$ cat config.mk
export PLATFORM = sky130hd
export DESIGN_NAME = tbcap_top
export DESIGN_NICKNAME = d
export VERILOG_FILES = /design/src/tbcap_pkg.sv /design/src/tbcap_chan.sv /design/src/tbcap_top.sv
export SDC_FILE = /design/constraint.sdc
export NUM_CORES = 1
export LEC_CHECK = 0
export ABC_AREA = 1
export CORE_UTILIZATION = 40
export DETAILED_ROUTE_END_ITERATION = 8
export DONT_BUFFER_PORTS = 1
export GPL_TIMING_DRIVEN = 0
export PLACE_DENSITY = 0.58
export RECOVER_POWER = 100
export SYNTH_ARGS = -nofsm -noshare
export SYNTH_HDL_FRONTEND = slang
export SYNTH_SLANG_ARGS = --single-unit
export TNS_END_PERCENT = 5
$ cat constraint.sdc
create_clock -name pclk -period 1.2 [get_ports pclk]
set_input_delay 0.18 -clock pclk [delete_from_list [all_inputs] [get_ports pclk]]
set_output_delay 0.18 -clock pclk [all_outputs]
set_load 0.1 [all_outputs]
$ cat src/tbcap_pkg.sv
// tbcap_pkg: constants, types and register map of the two-channel time base capture unit
// assumes: apb with 32-bit data, one aligned word per register, byte address = index * 4
package tbcap_pkg;

	// widths
	localparam int unsigned TBCAP_AW   = 18;
	localparam int unsigned TBCAP_DW   = 32;
	localparam int unsigned TBCAP_RW   = 8;
	localparam int unsigned TBCAP_NCH  = 2;
	localparam int unsigned TBCAP_NREG = 6;

	// register indices, printed offsets kept as indices
	localparam logic [15:0] TBCAP_IDX_CONTROL = 16'hf090;
	localparam logic [15:0] TBCAP_IDX_FLAGS   = 16'hf091;
	localparam logic [15:0] TBCAP_IDX_DATA0   = 16'hf092;
	localparam logic [15:0] TBCAP_IDX_DATA1   = 16'hf093;
	localparam logic [15:0] TBCAP_IDX_IRQ_ST  = 16'hf094;
	localparam logic [15:0] TBCAP_IDX_IRQ_MSK = 16'hf095;

	// select vector positions
	localparam int unsigned TBCAP_SEL_CONTROL = 0;
	localparam int unsigned TBCAP_SEL_FLAGS   = 1;
	localparam int unsigned TBCAP_SEL_DATA0   = 2;
	localparam int unsigned TBCAP_SEL_DATA1   = 3;
	localparam int unsigned TBCAP_SEL_IRQ_ST  = 4;
	localparam int unsigned TBCAP_SEL_IRQ_MSK = 5;

	// field positions: channel n enable / flag / event is bit n
	localparam int unsigned TBCAP_BIT_CH0 = 0;
	localparam int unsigned TBCAP_BIT_CH1 = 1;

	// reset values
	localparam logic [7:0] TBCAP_RST_CONTROL = 8'h00;
	localparam logic [7:0] TBCAP_RST_DATA    = 8'h00;
	localparam logic [7:0] TBCAP_RST_IRQ_MSK = 8'h00;
	localparam logic [1:0] TBCAP_RST_IRQ_ST  = 2'h0;

	// tap frequencies, bit 0 highest
	localparam int unsigned TBCAP_TAP_HI_HZ = 4096;
	localparam int unsigned TBCAP_TAP_LO_HZ = 32;

	// apb answer timing: pready comes this many cycles after the access phase starts
	localparam int unsigned TBCAP_WAIT_CYCLES = 1;

	typedef enum logic [2:0] {
		TBCAP_IDLE  = 3'h1,
		TBCAP_ARMED = 3'h2,
		TBCAP_HELD  = 3'h4
	} tbcap_state_t;

	typedef struct packed {
		logic [7:0] data;
		logic       flag;
		logic       event_pulse;
	} tbcap_chan_t;

endpackage

$ cat src/tbcap_chan.sv
// tbcap_chan: one capture channel, arm on pin request, latch taps on low-speed falling edge
// assumes: all inputs synchronous to pclk; ls_fall is a one-cycle pulse
`timescale 1ns/1ps
module tbcap_chan (
	// clock and reset
	input  wire logic                 pclk,
	input  wire logic                 presetn,
	// control
	input  wire logic                 enable,
	input  wire logic                 trigger,
	input  wire logic                 ls_fall,
	input  wire logic [7:0]           taps,
	input  wire logic                 data_write,
	// result
	output tbcap_pkg::tbcap_chan_t    chan
);

	tbcap_pkg::tbcap_state_t state_ff;
	tbcap_pkg::tbcap_state_t nxt_state;
	logic [7:0]              data_ff;
	logic                    event_ff;
	logic                    take;

	// latch only from armed; a held flag blocks any new arm
	// enable gates the latch too, so a stop in the fall cycle leaves data and flag alone
	assign take = (state_ff == tbcap_pkg::TBCAP_ARMED) && enable && ls_fall;

	always_comb begin
		nxt_state = state_ff;
		case (state_ff)
			tbcap_pkg::TBCAP_IDLE: begin
				if (enable && trigger)
					nxt_state = tbcap_pkg::TBCAP_ARMED;
			end
			tbcap_pkg::TBCAP_ARMED: begin
				if (!enable)
					nxt_state = tbcap_pkg::TBCAP_IDLE;
				else if (ls_fall)
					nxt_state = tbcap_pkg::TBCAP_HELD;
			end
			tbcap_pkg::TBCAP_HELD: begin
				// triggers ignored here
				if (data_write)
					nxt_state = tbcap_pkg::TBCAP_IDLE;
			end
			default: nxt_state = tbcap_pkg::TBCAP_IDLE;
		endcase
	end

	always_ff @(posedge pclk or negedge presetn) begin
		if (!presetn)
			state_ff <= tbcap_pkg::TBCAP_IDLE;
		else
			state_ff <= nxt_state;
	end

	// bus writes never touch the data, only the capture does
	always_ff @(posedge pclk or negedge presetn) begin
		if (!presetn)
			data_ff <= tbcap_pkg::TBCAP_RST_DATA;
		else if (take)
			data_ff <= taps;
	end

	always_ff @(posedge pclk or negedge presetn) begin
		if (!presetn)
			event_ff <= 1'b0;
		else
			event_ff <= take;
	end

	assign chan.data        = data_ff;
	assign chan.flag        = (state_ff == tbcap_pkg::TBCAP_HELD);
	assign chan.event_pulse = event_ff;

endmodule // tbcap_chan

$ cat src/tbcap_top.sv
// tbcap_top: two-channel time base capture unit with apb register slave and interrupt
// assumes: apb master synchronous to pclk; low-speed clock, taps and pin requests synchronous inputs
//
// Operation
// - channel captures only while its enable is set
// - enables are control bits 0, 1, reset zero
// - trigger is the pin interrupt request input
// - latch taps and set flag at low-speed fall
// - channel 0 loads only while its flag is 0
// - channel 1 loads only while its flag is 0
// - flags bit 0 shows channel 0 captured
// - flags bit 1 shows channel 1 captured
// - held flag ignores triggers, keeps data
// - writing data 0 clears flag 0 only
// - writing data 1 clears flag 1 only
// - data registers are 8 bits, reset zero
// - taps span 4096 Hz down to 32 Hz
`timescale 1ns/1ps
module tbcap_top (
	// clock and reset
	input  wire logic                          pclk,
	input  wire logic                          presetn,
	// apb slave
	input  wire logic                          psel,
	input  wire logic                          penable,
	input  wire logic                          pwrite,
	input  wire logic [tbcap_pkg::TBCAP_AW-1:0] paddr,
	input  wire logic [tbcap_pkg::TBCAP_DW-1:0] pwdata,
	output logic                               pready,
	output logic [tbcap_pkg::TBCAP_DW-1:0]      prdata,
	output logic                               pslverr,
	// time base
	input  wire logic                          low_speed_clock,
	input  wire logic [7:0]                    time_base_taps,
	// pin interrupt requests
	input  wire logic                          pin_irq_request_ch0,
	input  wire logic                          pin_irq_request_ch1,
	// interrupt
	output logic                               irq
);

	localparam int unsigned NCH = tbcap_pkg::TBCAP_NCH;
	localparam int unsigned NR  = tbcap_pkg::TBCAP_NREG;

	// one-hot register select; used for both reads and writes
	function automatic logic [NR-1:0] reg_select(input logic [tbcap_pkg::TBCAP_AW-1:0] a);
		logic [NR-1:0] s;
		s = '0;
		s[tbcap_pkg::TBCAP_SEL_CONTROL] = (a == {tbcap_pkg::TBCAP_IDX_CONTROL, 2'h0});
		s[tbcap_pkg::TBCAP_SEL_FLAGS]   = (a == {tbcap_pkg::TBCAP_IDX_FLAGS, 2'h0});
		s[tbcap_pkg::TBCAP_SEL_DATA0]   = (a == {tbcap_pkg::TBCAP_IDX_DATA0, 2'h0});
		s[tbcap_pkg::TBCAP_SEL_DATA1]   = (a == {tbcap_pkg::TBCAP_IDX_DATA1, 2'h0});
		s[tbcap_pkg::TBCAP_SEL_IRQ_ST]  = (a == {tbcap_pkg::TBCAP_IDX_IRQ_ST, 2'h0});
		s[tbcap_pkg::TBCAP_SEL_IRQ_MSK] = (a == {tbcap_pkg::TBCAP_IDX_IRQ_MSK, 2'h0});
		return s;
	endfunction

	// apb handshake
	logic                          pready_ff;
	logic                          pslverr_ff;
	logic [tbcap_pkg::TBCAP_DW-1:0] prdata_ff;
	logic                          nxt_pready;
	logic                          access;
	logic                          commit;
	logic                          wr_commit;
	logic [NR-1:0]                 sel;
	logic                          mapped;

	// registers
	logic [7:0]                    control_ff;
	logic [7:0]                    irq_mask_ff;
	logic [NCH-1:0]                irq_status_ff;
	logic                          irq_ff;

	// low-speed edge detect
	logic                          ls_prev_ff;
	logic                          ls_fall;

	// channel wiring
	tbcap_pkg::tbcap_chan_t        chan     [NCH];
	logic [NCH-1:0]                trig;
	logic [NCH-1:0]                data_wr;
	logic [NCH-1:0]                cap_flags;
	logic [NCH-1:0]                cap_events;
	logic [NCH-1:0]                enables;

	assign sel    = reg_select(paddr);
	assign mapped = |sel;
	assign access = psel && penable;
	// one wait state keeps prdata a clean register output
	assign nxt_pready = access && !pready_ff;
	assign commit     = access && pready_ff;
	assign wr_commit  = commit && pwrite && mapped;

	always_ff @(posedge pclk or negedge presetn) begin
		if (!presetn)
			pready_ff <= 1'b0;
		else
			pready_ff <= nxt_pready;
	end

	always_ff @(posedge pclk or negedge presetn) begin
		if (!presetn)
			pslverr_ff <= 1'b0;
		else
			pslverr_ff <= nxt_pready && !mapped;
	end

	// read data, low byte only; upper bits read zero
	always_ff @(posedge pclk or negedge presetn) begin
		if (!presetn) begin
			prdata_ff <= '0;
		end else if (nxt_pready && !pwrite) begin
			prdata_ff <= '0;
			case (1'b1)
				sel[tbcap_pkg::TBCAP_SEL_CONTROL]: prdata_ff[7:0] <= control_ff;
				sel[tbcap_pkg::TBCAP_SEL_FLAGS]:   prdata_ff[NCH-1:0] <= cap_flags;
				sel[tbcap_pkg::TBCAP_SEL_DATA0]:   prdata_ff[7:0] <= chan[0].data;
				sel[tbcap_pkg::TBCAP_SEL_DATA1]:   prdata_ff[7:0] <= chan[1].data;
				sel[tbcap_pkg::TBCAP_SEL_IRQ_ST]:  prdata_ff[NCH-1:0] <= irq_status_ff;
				sel[tbcap_pkg::TBCAP_SEL_IRQ_MSK]: prdata_ff[7:0] <= irq_mask_ff;
				default:                           prdata_ff <= '0;
			endcase
		end else if (!access) begin
			prdata_ff <= '0;
		end
	end

	assign pready  = pready_ff;
	assign pslverr = pslverr_ff;
	assign prdata  = prdata_ff;

	// control register; only the enable bits are kept, the rest read zero
	always_ff @(posedge pclk or negedge presetn) begin
		if (!presetn)
			control_ff <= tbcap_pkg::TBCAP_RST_CONTROL;
		else if (wr_commit && sel[tbcap_pkg::TBCAP_SEL_CONTROL])
			control_ff <= {6'h00, pwdata[1:0]};
	end

	assign enables[0] = control_ff[tbcap_pkg::TBCAP_BIT_CH0];
	assign enables[1] = control_ff[tbcap_pkg::TBCAP_BIT_CH1];

	always_ff @(posedge pclk or negedge presetn) begin
		if (!presetn)
			irq_mask_ff <= tbcap_pkg::TBCAP_RST_IRQ_MSK;
		else if (wr_commit && sel[tbcap_pkg::TBCAP_SEL_IRQ_MSK])
			irq_mask_ff <= {6'h00, pwdata[1:0]};
	end

	// low-speed clock sampled as a plain input; capture acts on its falling edge
	always_ff @(posedge pclk or negedge presetn) begin
		if (!presetn)
			ls_prev_ff <= 1'b0;
		else
			ls_prev_ff <= low_speed_clock;
	end

	assign ls_fall = ls_prev_ff && !low_speed_clock;

	assign trig[0] = pin_irq_request_ch0;
	assign trig[1] = pin_irq_request_ch1;

	// data writes clear the flag; written value is dropped
	assign data_wr[0] = wr_commit && sel[tbcap_pkg::TBCAP_SEL_DATA0];
	assign data_wr[1] = wr_commit && sel[tbcap_pkg::TBCAP_SEL_DATA1];

	generate
		for (genvar g = 0; g < NCH; g++) begin : g_chan
			tbcap_chan u_chan (
				.pclk       (pclk),
				.presetn    (presetn),
				.enable     (enables[g]),
				.trigger    (trig[g]),
				.ls_fall    (ls_fall),
				.taps       (time_base_taps),
				.data_write (data_wr[g]),
				.chan       (chan[g])
			);
			assign cap_flags[g]  = chan[g].flag;
			assign cap_events[g] = chan[g].event_pulse;
		end
	endgenerate

	// sticky event bits, write one to clear; a new event in the clear cycle wins
	always_ff @(posedge pclk or negedge presetn) begin
		if (!presetn)
			irq_status_ff <= tbcap_pkg::TBCAP_RST_IRQ_ST;
		else if (wr_commit && sel[tbcap_pkg::TBCAP_SEL_IRQ_ST])
			irq_status_ff <= (irq_status_ff & ~pwdata[NCH-1:0]) | cap_events;
		else
			irq_status_ff <= irq_status_ff | cap_events;
	end

	always_ff @(posedge pclk or negedge presetn) begin
		if (!presetn)
			irq_ff <= 1'b0;
		else
			irq_ff <= |(irq_status_ff & irq_mask_ff[NCH-1:0]);
	end

	assign irq = irq_ff;

endmodule // tbcap_top
==> flow_summary_export.csv, run 1 <==
group,metric,value,unit
run_status,status,"finished with violations",
run_status,violations,"hold timing, setup timing",
clock_tree,cts_root_buffer,"clkbuf_8",
die,fp.dieW,81.1,um
detailed_routing,num_vias,2043,
yosys,ys_types,31,
global_routing,grt.total_usage,18.0,%
global_routing,grt_max_degree,43,
timing,worst_pin_slew,0.578,ns
cells_and_area,seqCellArea,1070,um^2
yosys,synthFlopType,"dfrtp_1",
detailed_routing,via_per_inst,4.60,
global_routing,grt_pass1_wl,8910,um
yosys,syn_avg_cell_area,7.72,um^2
die,start_util,41.8,%
yosys,synth-seq-cells,42,
place,dp_hpwl,3930,um
place,gp_congestion,0.751,
detailed_routing,drt_iter0_drc,100,
cells_and_area,layout-drive-gt1-share,25.7,%
worst_setup_path,crit_path_start_kind,"register",
timing,slew_viol_final,0,
cells_and_area,nets,434,
detailed_routing,wirelength,5420,um
timing,fin_worst_hold_slack,-0.00287,ns
place,pre_cts_slack,-0.378,ns
die,ios,101,
timing,period_share,122,%
power,power.density,1140,nW/um^2
timing,setup_viol,34,
timing,layout_setup_ws,-0.267,ns
worst_setup_path,crit_arrival,1.71,ns
detailed_routing,top_layer_used,"met4",
yosys,synth_edf_count,0,
detailed_routing,wire_per_inst,12.2,um
yosys,seq_area_frac_synth,42.1,%
timing,rsz0062_at_grt,"yes",
die,die_area,6580,um^2
clock_tree,cts_max_path_buffers,2,
yosys,synthCells,324,
yosys,yosysWarnings,0,
cells_and_area,area_growth,19.9,%
worst_setup_path,cp.required,1.44,ns
global_routing,grt_pass1_vias,1991,
yosys,synth_area_leaders,"dfrtp_1, nand2_1, inv_1",
hold_path,min_path_type,"in -> reg",
detailed_routing,first_pass_iters,4,
worst_setup_path,worst-setup-path-type,"reg -> reg",
yosys,synth_area,2500,um^2
cells_and_area,diodes,0,
clock_tree,clk_pin_slew,0.09,ns
timing,post-route-min-period,1.47,ns
worst_setup_path,end_kind,"register",
yosys,synth_top_area_cell,"dfrtp_1",
clock_tree,cts_buffers,5,
power,p_leak,1.54,nW
detailed_routing,dr_wl_met3,281,um
power,irDropWorstVdd,0.000769,V
global_routing,gr-total-overflow,0,
die,core-area,5990,um^2
detailed_routing,wl_met2,2680,um
timing,timing.fmax,682,MHz
die,row_count,28,
detailed_routing,wl_met1,2400,um
timing,slew-limit-headroom,61.5,%
clock_tree,cts.sinks,42,
cells_and_area,multi_input_area,1180,um^2
timing,fin_skew,0.0105,ns
timing,hold_violations,1,
clock_tree,htree_levels,2,
job,maxCapViolations,0,
detailed_routing,drc,0,
clock_tree,cts_tree,"done",
die,die_y,81.1,um
power,total_power,3.41,mW
detailed_routing,drt.antenna.violating_nets,0,
place,portBuffers,0,
yosys,synth.top_cell.area_share,40.0,%
cells_and_area,fill_cells,594,
yosys,synthArstFlopShare,100,%
global_routing,antenna_found_initial,0,
timing,timing.setup.tns,-5.79,ns
worst_setup_path,path_max_fanout,6,
clock_tree,clk_latency,0.30,ns
==> stage by stage <==
step	cells	utilization (%)	cell area (um^2)
6_report	444	50.1	3000
5_1_grt	444	50.1	3000
4_1_cts	440	49.0	2940
3_5_place_dp	422	45.0	2700
3_3_place_gp	422	45.0	2700
2_1_floorplan	347	-	2600
==> worst max-delay path: stages (launching register included) <==
cell and delay [ns]:
dfrtp_4 0.63, nor2_2 0.20, inv_1 0.10, nor2_4 0.16
buf_4 0.16, nand3_1 0.08, nand2_1 0.08
==> power breakdown <==
part | total, mW | switching (mW) | leakage (nW) | internal (mW)
Clock | 0.933 | 0.524 | 0.0441 | 0.409
Combinational | 0.859 | 0.632 | 1.02 | 0.226
Sequential | 1.62 | 0.0954 | 0.475 | 1.52
==> path summary, 6_finish.rpt <==
path	start	to	slack (ns)	cells after the start
setup / recovery	pready$_DFF_PN0_	prdata[6]$_DFFE_PN0P_	-0.27	6
hold / removal	time_base_taps[0]	g_chan[1].u_chan.data_ff[0]$_DFFE_PN0P_	-0.003	2
setup reg to reg	pready$_DFF_PN0_	prdata[6]$_DFFE_PN0P_	-0.27	6
hold reg to reg	g_chan[0].u_chan.event_ff$_DFF_PN0_	irq_status_ff[0]$_DFF_PN0_	0.47	2
max in group asynchronous	presetn	pready$_DFF_PN0_	0.27	2
min in group asynchronous	presetn	prdata[1]$_DFFE_PN0P_	0.50	2
==> metal layers <==
| metal | vias to the layer above | track usage, % |
|---|---|---|
| met5 | - | 0 |
| met3 | 8 | 4.38 |
| met4 | 0 | 4.82 |
| met1 | 931 | 22.5 |
| li1 | 1055 | - |
| met2 | 49 | 31.0 |
==> sequential cells by signal, summed over array words and instances (netlist names) <==
signal,flops
g_chan.u_chan.data_ff,16
irq_status_ff,2
pslverr,1
control_ff,2
pready,1
prdata,8
irq,1
g_chan.u_chan.state_ff,6
g_chan.u_chan.event_ff,2
irq_mask_ff,2
ls_prev_ff,1
==> area by class of cell <==
type,count,share of cell area [%]
Timing Repair Buffer,14,4.46
Inverter,58,7.34
Tap cell,75,3.13
Multi-Input combinational cell,220,39.5
Buffer,27,6.80
Sequential cell,42,35.8
Clock buffer,5,2.29
Clock inverter,3,0.709
==> cell usage in the layout, fill, tap and decap left out, drive strengths merged <==
cell type	count
nand2	84
inv	58
dfrtp	40
nor2	32
buf	30
nand3	26
conb	24
o21ai	24
dlygate4sd3	10
nand4	9
o22ai	6
clkbuf	6
nor3	5
a21oi	5
dfstp	2
clkinv	2
nor3b	1
o2111ai	1
nor4	1
o21bai	1
or2	1
clkinvlp	1
==> cells in the mapped netlist (2+ instances only) <==
cell type	n
a21oi_1	3
a21oi_2	2
buf_2	2
buf_4	25
dfrtp_1	40
dfstp_2	2
inv_1	53
inv_2	5
nand2_1	82
nand3_1	19
nand3_2	5
nand3_4	2
nand4_1	9
nor2_1	22
nor2_2	5
nor2_4	4
nor3_1	4
o21ai_0	19
o21ai_1	4
o22ai_1	6
==> what timing repair did <==
action | CTS | global route
setup endpoints to repair | 48 | 39
endpoints found under the hold margin | 49 | 5
hold buffers | 7 | 4
pin swaps | 4 | 3
gates resized for setup | 24 | 10
setup buffers | 3 | 0
==> cell families (layout without fill, tap and decap cells) <==
kind of cell           after synthesis  in the layout  share of synthesized area, %
AND/OR/NAND/NOR                    159            159                          32.3
buffers and inverters               85            107                          16.6
other                                1             24                         0.150
AO/OA/AOI/OAI                       37             37                          8.85
flip-flops                          42             42                          42.1
(Power assumes the default switching activity.)
==> inputs of run 2 (changes only) <==
--- a/config.mk
+++ b/config.mk
@@ -7,6 +7,7 @@
 export LEC_CHECK = 0
 export ABC_AREA = 1
 export CORE_UTILIZATION = 40
+export CTS_BUF_LIST = sky130_fd_sc_hd__clkbuf_4
 export DETAILED_ROUTE_END_ITERATION = 8
 export DONT_BUFFER_PORTS = 1
 export GPL_TIMING_DRIVEN = 0
==> run 2 against run 1 <==
Total power fell by 6.4%. The flow finishes with violations (setup timing). Clock power fell by 25%. Core utilization rose by 0.52 points. Critical path type unchanged.
==> flow_summary_export.csv, run 2 (same netlist as run 1, synthesis figures left out) <==
group,metric,value,unit
cells_and_area,multi_input_area,1180,um^2
power,clkPwrFrac,22.0,%
clock_tree,clk_latency,0.35,ns
worst_setup_path,reg2reg_slack,-0.27,ns
cells_and_area,largest-register,"g_chan.u_chan.data_ff",
power,switching_power,1.20,mW
worst_setup_path,end_kind,"register",
detailed_routing,wire_per_inst,12.0,um
worst_setup_path,crit_chain,"nand4_1 -> buf_6 -> o21bai_4 -> nand2_2 -> a21oi_2 -> a21oi_1",
global_routing,grt_pass1_wl,9070,um
die,die_y,81.1,um
cells_and_area,diodes,0,
cells_and_area,seqCellArea,1090,um^2
clock_tree,cts_buffers,5,
power,power_switching_share,37.7,%
worst_setup_path,worstReg2RegEnd,"g_chan[0].u_chan.state_ff[1]$_DFFE_PN0P_",
timing,slew_viol_final,0,
hold_path,min_path_type,"in -> reg",
timing,timing.fmax,682,MHz
worst_setup_path,crit_arrival,1.71,ns
timing,rsz0062_at_grt,"yes",
power,p_int,1.99,mW
timing,fin_skew,0.0140,ns
cells_and_area,layout-drive-gt1-share,25.5,%
global_routing,antenna_found_initial,0,
worst_setup_path,ff2ff_path_depth,6,
global_routing,gr-total-overflow,0,
detailed_routing,via_per_inst,4.65,
worst_setup_path,crit_path_start_kind,"register",
worst_setup_path,cp.depth,6,
clock_tree,htree_levels,2,
detailed_routing,first_pass_iters,4,
detailed_routing,drt_iter0_drc,99,
timing,slew-limit-headroom,62.3,%
clock_tree,cts.sinks,42,
cells_and_area,final_common_cell,"nand2_1",
clock_tree,cts_tree,"done",
cells_and_area,largest_reg_flops,16,
die,die_area,6580,um^2
timing,setup_viol,36,
timing,post-route-min-period,1.47,ns
detailed_routing,drc,0,
timing,timing.setup.tns,-6.22,ns
power,irDropWorstVdd,0.000663,V
place,pre_cts_slack,-0.378,ns
clock_tree,cts_root_buffer,"clkbuf_4",
place,gp_congestion,0.751,
timing,hold_violations,0,
run_status,status,"finished with violations",
job,maxCapViolations,0,
power,p_seq_share,50.8,%
worst_setup_path,path_max_fanout,3,
worst_setup_path,crit_slowest_cell,"dfrtp_4",
timing,layout_setup_ws,-0.266,ns
global_routing,top_usage_layer,"met2",
die,fp.dieW,81.1,um
worst_setup_path,critPathMaxStageDelay,0.65,ns
timing,period_share,122,%
worst_setup_path,worst-setup-path-type,"reg -> reg",
die,row_count,28,
timing,worst_pin_slew,0.566,ns
worst_setup_path,crit_buf_inv,1,
worst_setup_path,critical_path.endpoint,"g_chan[0].u_chan.state_ff[1]$_DFFE_PN0P_",
global_routing,grt.total_usage,18.2,%
die,ios,101,
power,comb_power_share,27.2,%
global_routing,grt_max_degree,43,
global_routing,gr-usage-met3,3.93,%
global_routing,met1_usage,22.4,%
power,total_power,3.19,mW
power,p_leak,1.55,nW
cells_and_area,final_cell_mix,"nand2_1, inv_1, dfrtp_1",
detailed_routing,drt.antenna.violating_nets,0,
detailed_routing,wirelength,5360,um
cells_and_area,nets,438,
global_routing,grt_pass1_vias,2042,
die,start_util,41.8,%
run_status,violations,"setup timing",
power,power.density,1050,nW/um^2
cells_and_area,fill_cells,585,
die,core-area,5990,um^2
clock_tree,clk_pin_slew,0.13,ns
place,dp_hpwl,3930,um
cells_and_area,area_growth,21.1,%
clock_tree,cts_max_path_buffers,2,
worst_setup_path,timing.critical_path.from,"pready$_DFF_PN0_",
detailed_routing,num_vias,2084,
place,portBuffers,0,
worst_setup_path,reg2reg_from,"pready$_DFF_PN0_",
worst_setup_path,critPathTopFamily,"flip-flops",
worst_setup_path,cp.required,1.45,ns
global_routing,grtUsageMet2,32.4,%
run 2: cell count changes in the layout (fill, tap and decap cells not counted), sizes merged:
cell         delta
dlygate4sd3     +4
run 2: routing by layer:
layer  vias up  wire [um]
li1       1071          -
met5         -          0
met2        43       2730
met1       966       2380
met4         0         31
met3         4        223
run 2: how the worst min path moves through the flow:
stage / slack (ns) / start / depth (start not counted) / endpoint
after floorplan: -0.12 / presetn / 0 / control_ff[0]$_DFFE_PN0P_
after global placement: -0.11 / presetn / 0 / irq$_DFF_PN0_
after detailed placement: -0.11 / presetn / 0 / irq$_DFF_PN0_
after CTS: 0.01 / pwdata[1] / 2 / control_ff[1]$_DFFE_PN0P_
after global routing: 0.04 / pwdata[0] / 2 / control_ff[0]$_DFFE_PN0P_
final: 0.03 / pwdata[0] / 2 / control_ff[0]$_DFFE_PN0P_
run 2: what timing repair did:
action | 4_1_cts | 5_1_grt
endpoints found under the hold margin | 62 | 0
setup buffers | 3 | 0
gates cloned | 0 | 0
pin swaps | 4 | 3
endpoints found under the setup margin | 48 | 48
resized for setup | 34 | 9
hold buffers | 15 | 0
run 2: cell type report:
class / instances / share of cell area, %
Buffer: 27 / 6.73
Clock buffer: 5 / 1.24
Clock inverter: 3 / 0.702
Inverter: 58 / 7.27
Multi-Input combinational cell: 220 / 39.1
Sequential cell: 42 / 36.1
Tap cell: 75 / 3.10
Timing Repair Buffer: 18 / 5.74
run 2: through the flow:
step	util (%)	area, um^2	hold slack [ns]	instances
after detailed placement	45.0	2700	-0.114	422
after CTS	50.3	3010	0.0130	448
after global routing	50.6	3030	0.0377	448
after floorplan	-	2600	-0.116	347
after global placement	45.0	2700	-0.114	422
final	50.6	3030	0.0340	448
run 2: power groups by stage:
stage               Clock [mW]  Sequential, mW  Combinational, mW
CTS                      0.738            1.62              0.864
floorplan                    0            1.61              0.715
finish                   0.701            1.62              0.870
global placement             0            1.63              0.757
detailed placement           0            1.63              0.770
global route             0.788            1.63              0.952
==> inputs of run 3 (changes only) <==
--- a/config.mk
+++ b/config.mk
@@ -6,12 +6,12 @@
 export NUM_CORES = 1
 export LEC_CHECK = 0
 export ABC_AREA = 1
-export CORE_UTILIZATION = 40
-export CTS_BUF_LIST = sky130_fd_sc_hd__clkbuf_4
+export CORE_UTILIZATION = 53
+export CTS_BUF_LIST = sky130_fd_sc_hd__clkbuf_4 sky130_fd_sc_hd__clkbuf_8
 export DETAILED_ROUTE_END_ITERATION = 8
 export DONT_BUFFER_PORTS = 1
 export GPL_TIMING_DRIVEN = 0
-export PLACE_DENSITY = 0.58
+export PLACE_DENSITY = 0.73
 export RECOVER_POWER = 100
 export SYNTH_ARGS = -nofsm -noshare
 export SYNTH_HDL_FRONTEND = slang
==> run 3 against run 2 <==
The flow finishes with violations (DRC, setup timing). Sequential power barely moved. Final cell count is 6.0% lower. First-iteration DRC count grew 35%. Sequential share of layout area fell by 0.25 points. Largest cell class unchanged. Largest power group unchanged.
==> flow_summary_export.csv, run 3 (same netlist as run 1, synthesis figures left out) <==
group,metric,value,unit
run_status,status,"finished with violations",
run_status,violations,"DRC, setup timing",
die,die_y,70.7,um
cells_and_area,finalInstanceArea,2990,um^2
worst_setup_path,critPathMaxStageDelay,0.63,ns
cells_and_area,fin_cells,421,
clock_tree,cts.sinks,42,
cells_and_area,layout-drive-gt1-share,24.9,%
hold_path,hold_start,"time_base_taps[3]",
die,core-area,4440,um^2
cells_and_area,area_growth,19.5,%
clock_tree,cts_root_buffer,"clkbuf_8",
worst_setup_path,ff2ff_path_depth,6,
timing,rsz0062_at_grt,"yes",
worst_setup_path,crit_buf_inv,1,
hold_path,worstHoldPathCells,2,
worst_setup_path,crit_path_start_kind,"register",
detailed_routing,first_pass_iters,6,
hold_path,whs_endpoint,"g_chan[1].u_chan.data_ff[3]$_DFFE_PN0P_",
clock_tree,cts_tree,"done",
detailed_routing,drt.antenna.violating_nets,0,
detailed_routing,num_vias,2097,
clock_tree,cts_max_path_buffers,2,
global_routing,grt_pass1_vias,2084,
timing,setup_viol,37,
place,portBuffers,0,
worst_setup_path,reg2reg_slack,-0.27,ns
clock_tree,cts_buffers,5,
detailed_routing,wirelength,5150,um
place,gp_congestion,0.791,
global_routing,gr-total-overflow,0,
clock_tree,clk_pin_slew,0.08,ns
cells_and_area,largest_reg_flops,16,
power,power.density,1210,nW/um^2
worst_setup_path,crit_arrival,1.66,ns
timing,timing.fmax,680,MHz
timing,timing.setup.tns,-5.58,ns
detailed_routing,via_per_inst,4.98,
cells_and_area,final_cell_mix,"nand2_1, inv_1, dfrtp_1",
power,irDropWorstVdd,0.000857,V
hold_path,min_path_type,"in -> reg",
timing,slew-limit-headroom,62.6,%
timing,slew_viol_final,0,
die,start_util,56.3,%
timing,post-route-min-period,1.47,ns
worst_setup_path,worst-setup-path-type,"reg -> reg",
timing,hold_violations,0,
worst_setup_path,worstReg2RegEnd,"g_chan[0].u_chan.state_ff[1]$_DFFE_PN0P_",
timing,worst_pin_slew,0.561,ns
worst_setup_path,end_kind,"register",
global_routing,grt.total_usage,23.1,%
timing,fin_skew,0.00595,ns
worst_setup_path,reg2reg_from,"pready$_DFF_PN0_",
place,dp_hpwl,3730,um
place,dp.cells,399,
cells_and_area,largest-register,"g_chan.u_chan.data_ff",
die,die_area,5000,um^2
place,place_area,2670,um^2
clock_tree,clk_latency,0.30,ns
detailed_routing,drc,6,
cells_and_area,diodes,0,
cells_and_area,fill_cells,388,
detailed_routing,drt_iter0_drc,134,
power,p_leak,1.55,nW
worst_setup_path,critPathTopFamily,"flip-flops",
global_routing,grt_pass1_wl,8980,um
die,ios,101,
cells_and_area,nets,434,
timing,period_share,123,%
clock_tree,htree_levels,2,
timing,layout_setup_ws,-0.270,ns
worst_setup_path,path_max_fanout,3,
job,maxCapViolations,0,
global_routing,antenna_found_initial,0,
worst_setup_path,crit_slowest_cell,"dfrtp_4",
worst_setup_path,crit_chain,"nand4_1 -> buf_4 -> o21bai_4 -> nand2_2 -> a21oi_2 -> a21oi_1",
worst_setup_path,cp.required,1.39,ns
global_routing,grt_max_degree,43,
die,fp.dieW,70.7,um
die,row_count,24,
detailed_routing,wire_per_inst,12.2,um
cells_and_area,final_common_cell,"nand2_1",
timing,fin_worst_hold_slack,0.00794,ns
[run 3: cell types whose count changed in the layout (fill, tap and decap cells not counted), moves of 2 or more]
cell,previous run,this run
inv_2,7,5
dfrtp_4,11,2
o21ai_0,12,6
dfrtp_2,0,9
clkbuf_8,0,5
clkbuf_4,6,2
dlygate4sd3_1,14,11
o21ai_1,10,17
[run 3: metrics by stage]
step / power, mW / util [%] / worst slack [ns]
3_5_place_dp: 2.40 / 60.0 / -0.407
5_1_grt: 3.79 / 67.3 / -0.338
4_1_cts: 3.63 / 66.7 / -0.251
3_3_place_gp: 2.38 / 60.0 / -0.359
6_report: 3.63 / 67.3 / -0.270
2_1_floorplan: 2.33 / - / -0.219
[run 3: power by group]
group          internal (mW)  total [mW]  switching, mW
logic                  0.228       0.865          0.638
clock network          0.643        1.15          0.506
registers               1.52        1.61         0.0881
[run 3: area by class of cell]
class | instances | area [um^2] | area share [%]
plain buffers | 27 | 211 | 7.07
clock buffers | 6 | 76.3 | 2.55
clock inverters | 2 | 37.5 | 1.26
inverters | 58 | 223 | 7.45
multi-input cells | 220 | 1170 | 39.2
flip-flops and latches | 42 | 1070 | 35.9
well taps | 52 | 65.1 | 2.18
repair buffers | 14 | 133 | 4.44
[run 3: what timing repair did]
item | 4_1_cts | 5_1_grt
hold endpoints to repair | 54 | 2
cloned | 0 | 0
pin swaps | 5 | 4
setup buffers | 2 | 0
hold buffers | 10 | 2
gates resized for setup | 33 | 6
endpoints found under the setup margin | 48 | 39
[run 3: routing by layer]
metal  vias to the layer above  wire [um]  GRT usage, %
met5                         -          0             0
met3                        10        300          7.12
met1                       974       2200          28.1
met4                         0         97          6.89
met2                        58       2550          39.6
li1                       1055          -             -
[run 3: how the worst max path moves through the flow]
| stage | endpoint | slack (ns) | cells after the start | start |
|---|---|---|---|---|
| after floorplan | g_chan[0].u_chan.state_ff[1]$_DFFE_PN0P_ | -0.22 | 5 | pready$_DFF_PN0_ |
| after global placement | prdata[2]$_DFFE_PN0P_ | -0.36 | 6 | pready$_DFF_PN0_ |
| after detailed placement | prdata[6]$_DFFE_PN0P_ | -0.41 | 6 | pready$_DFF_PN0_ |
| after CTS | g_chan[0].u_chan.state_ff[1]$_DFFE_PN0P_ | -0.25 | 6 | pready$_DFF_PN0_ |
| after global routing | prdata[0]$_DFFE_PN0P_ | -0.34 | 7 | pready$_DFF_PN0_ |
| final | g_chan[0].u_chan.state_ff[1]$_DFFE_PN0P_ | -0.27 | 6 | pready$_DFF_PN0_ |
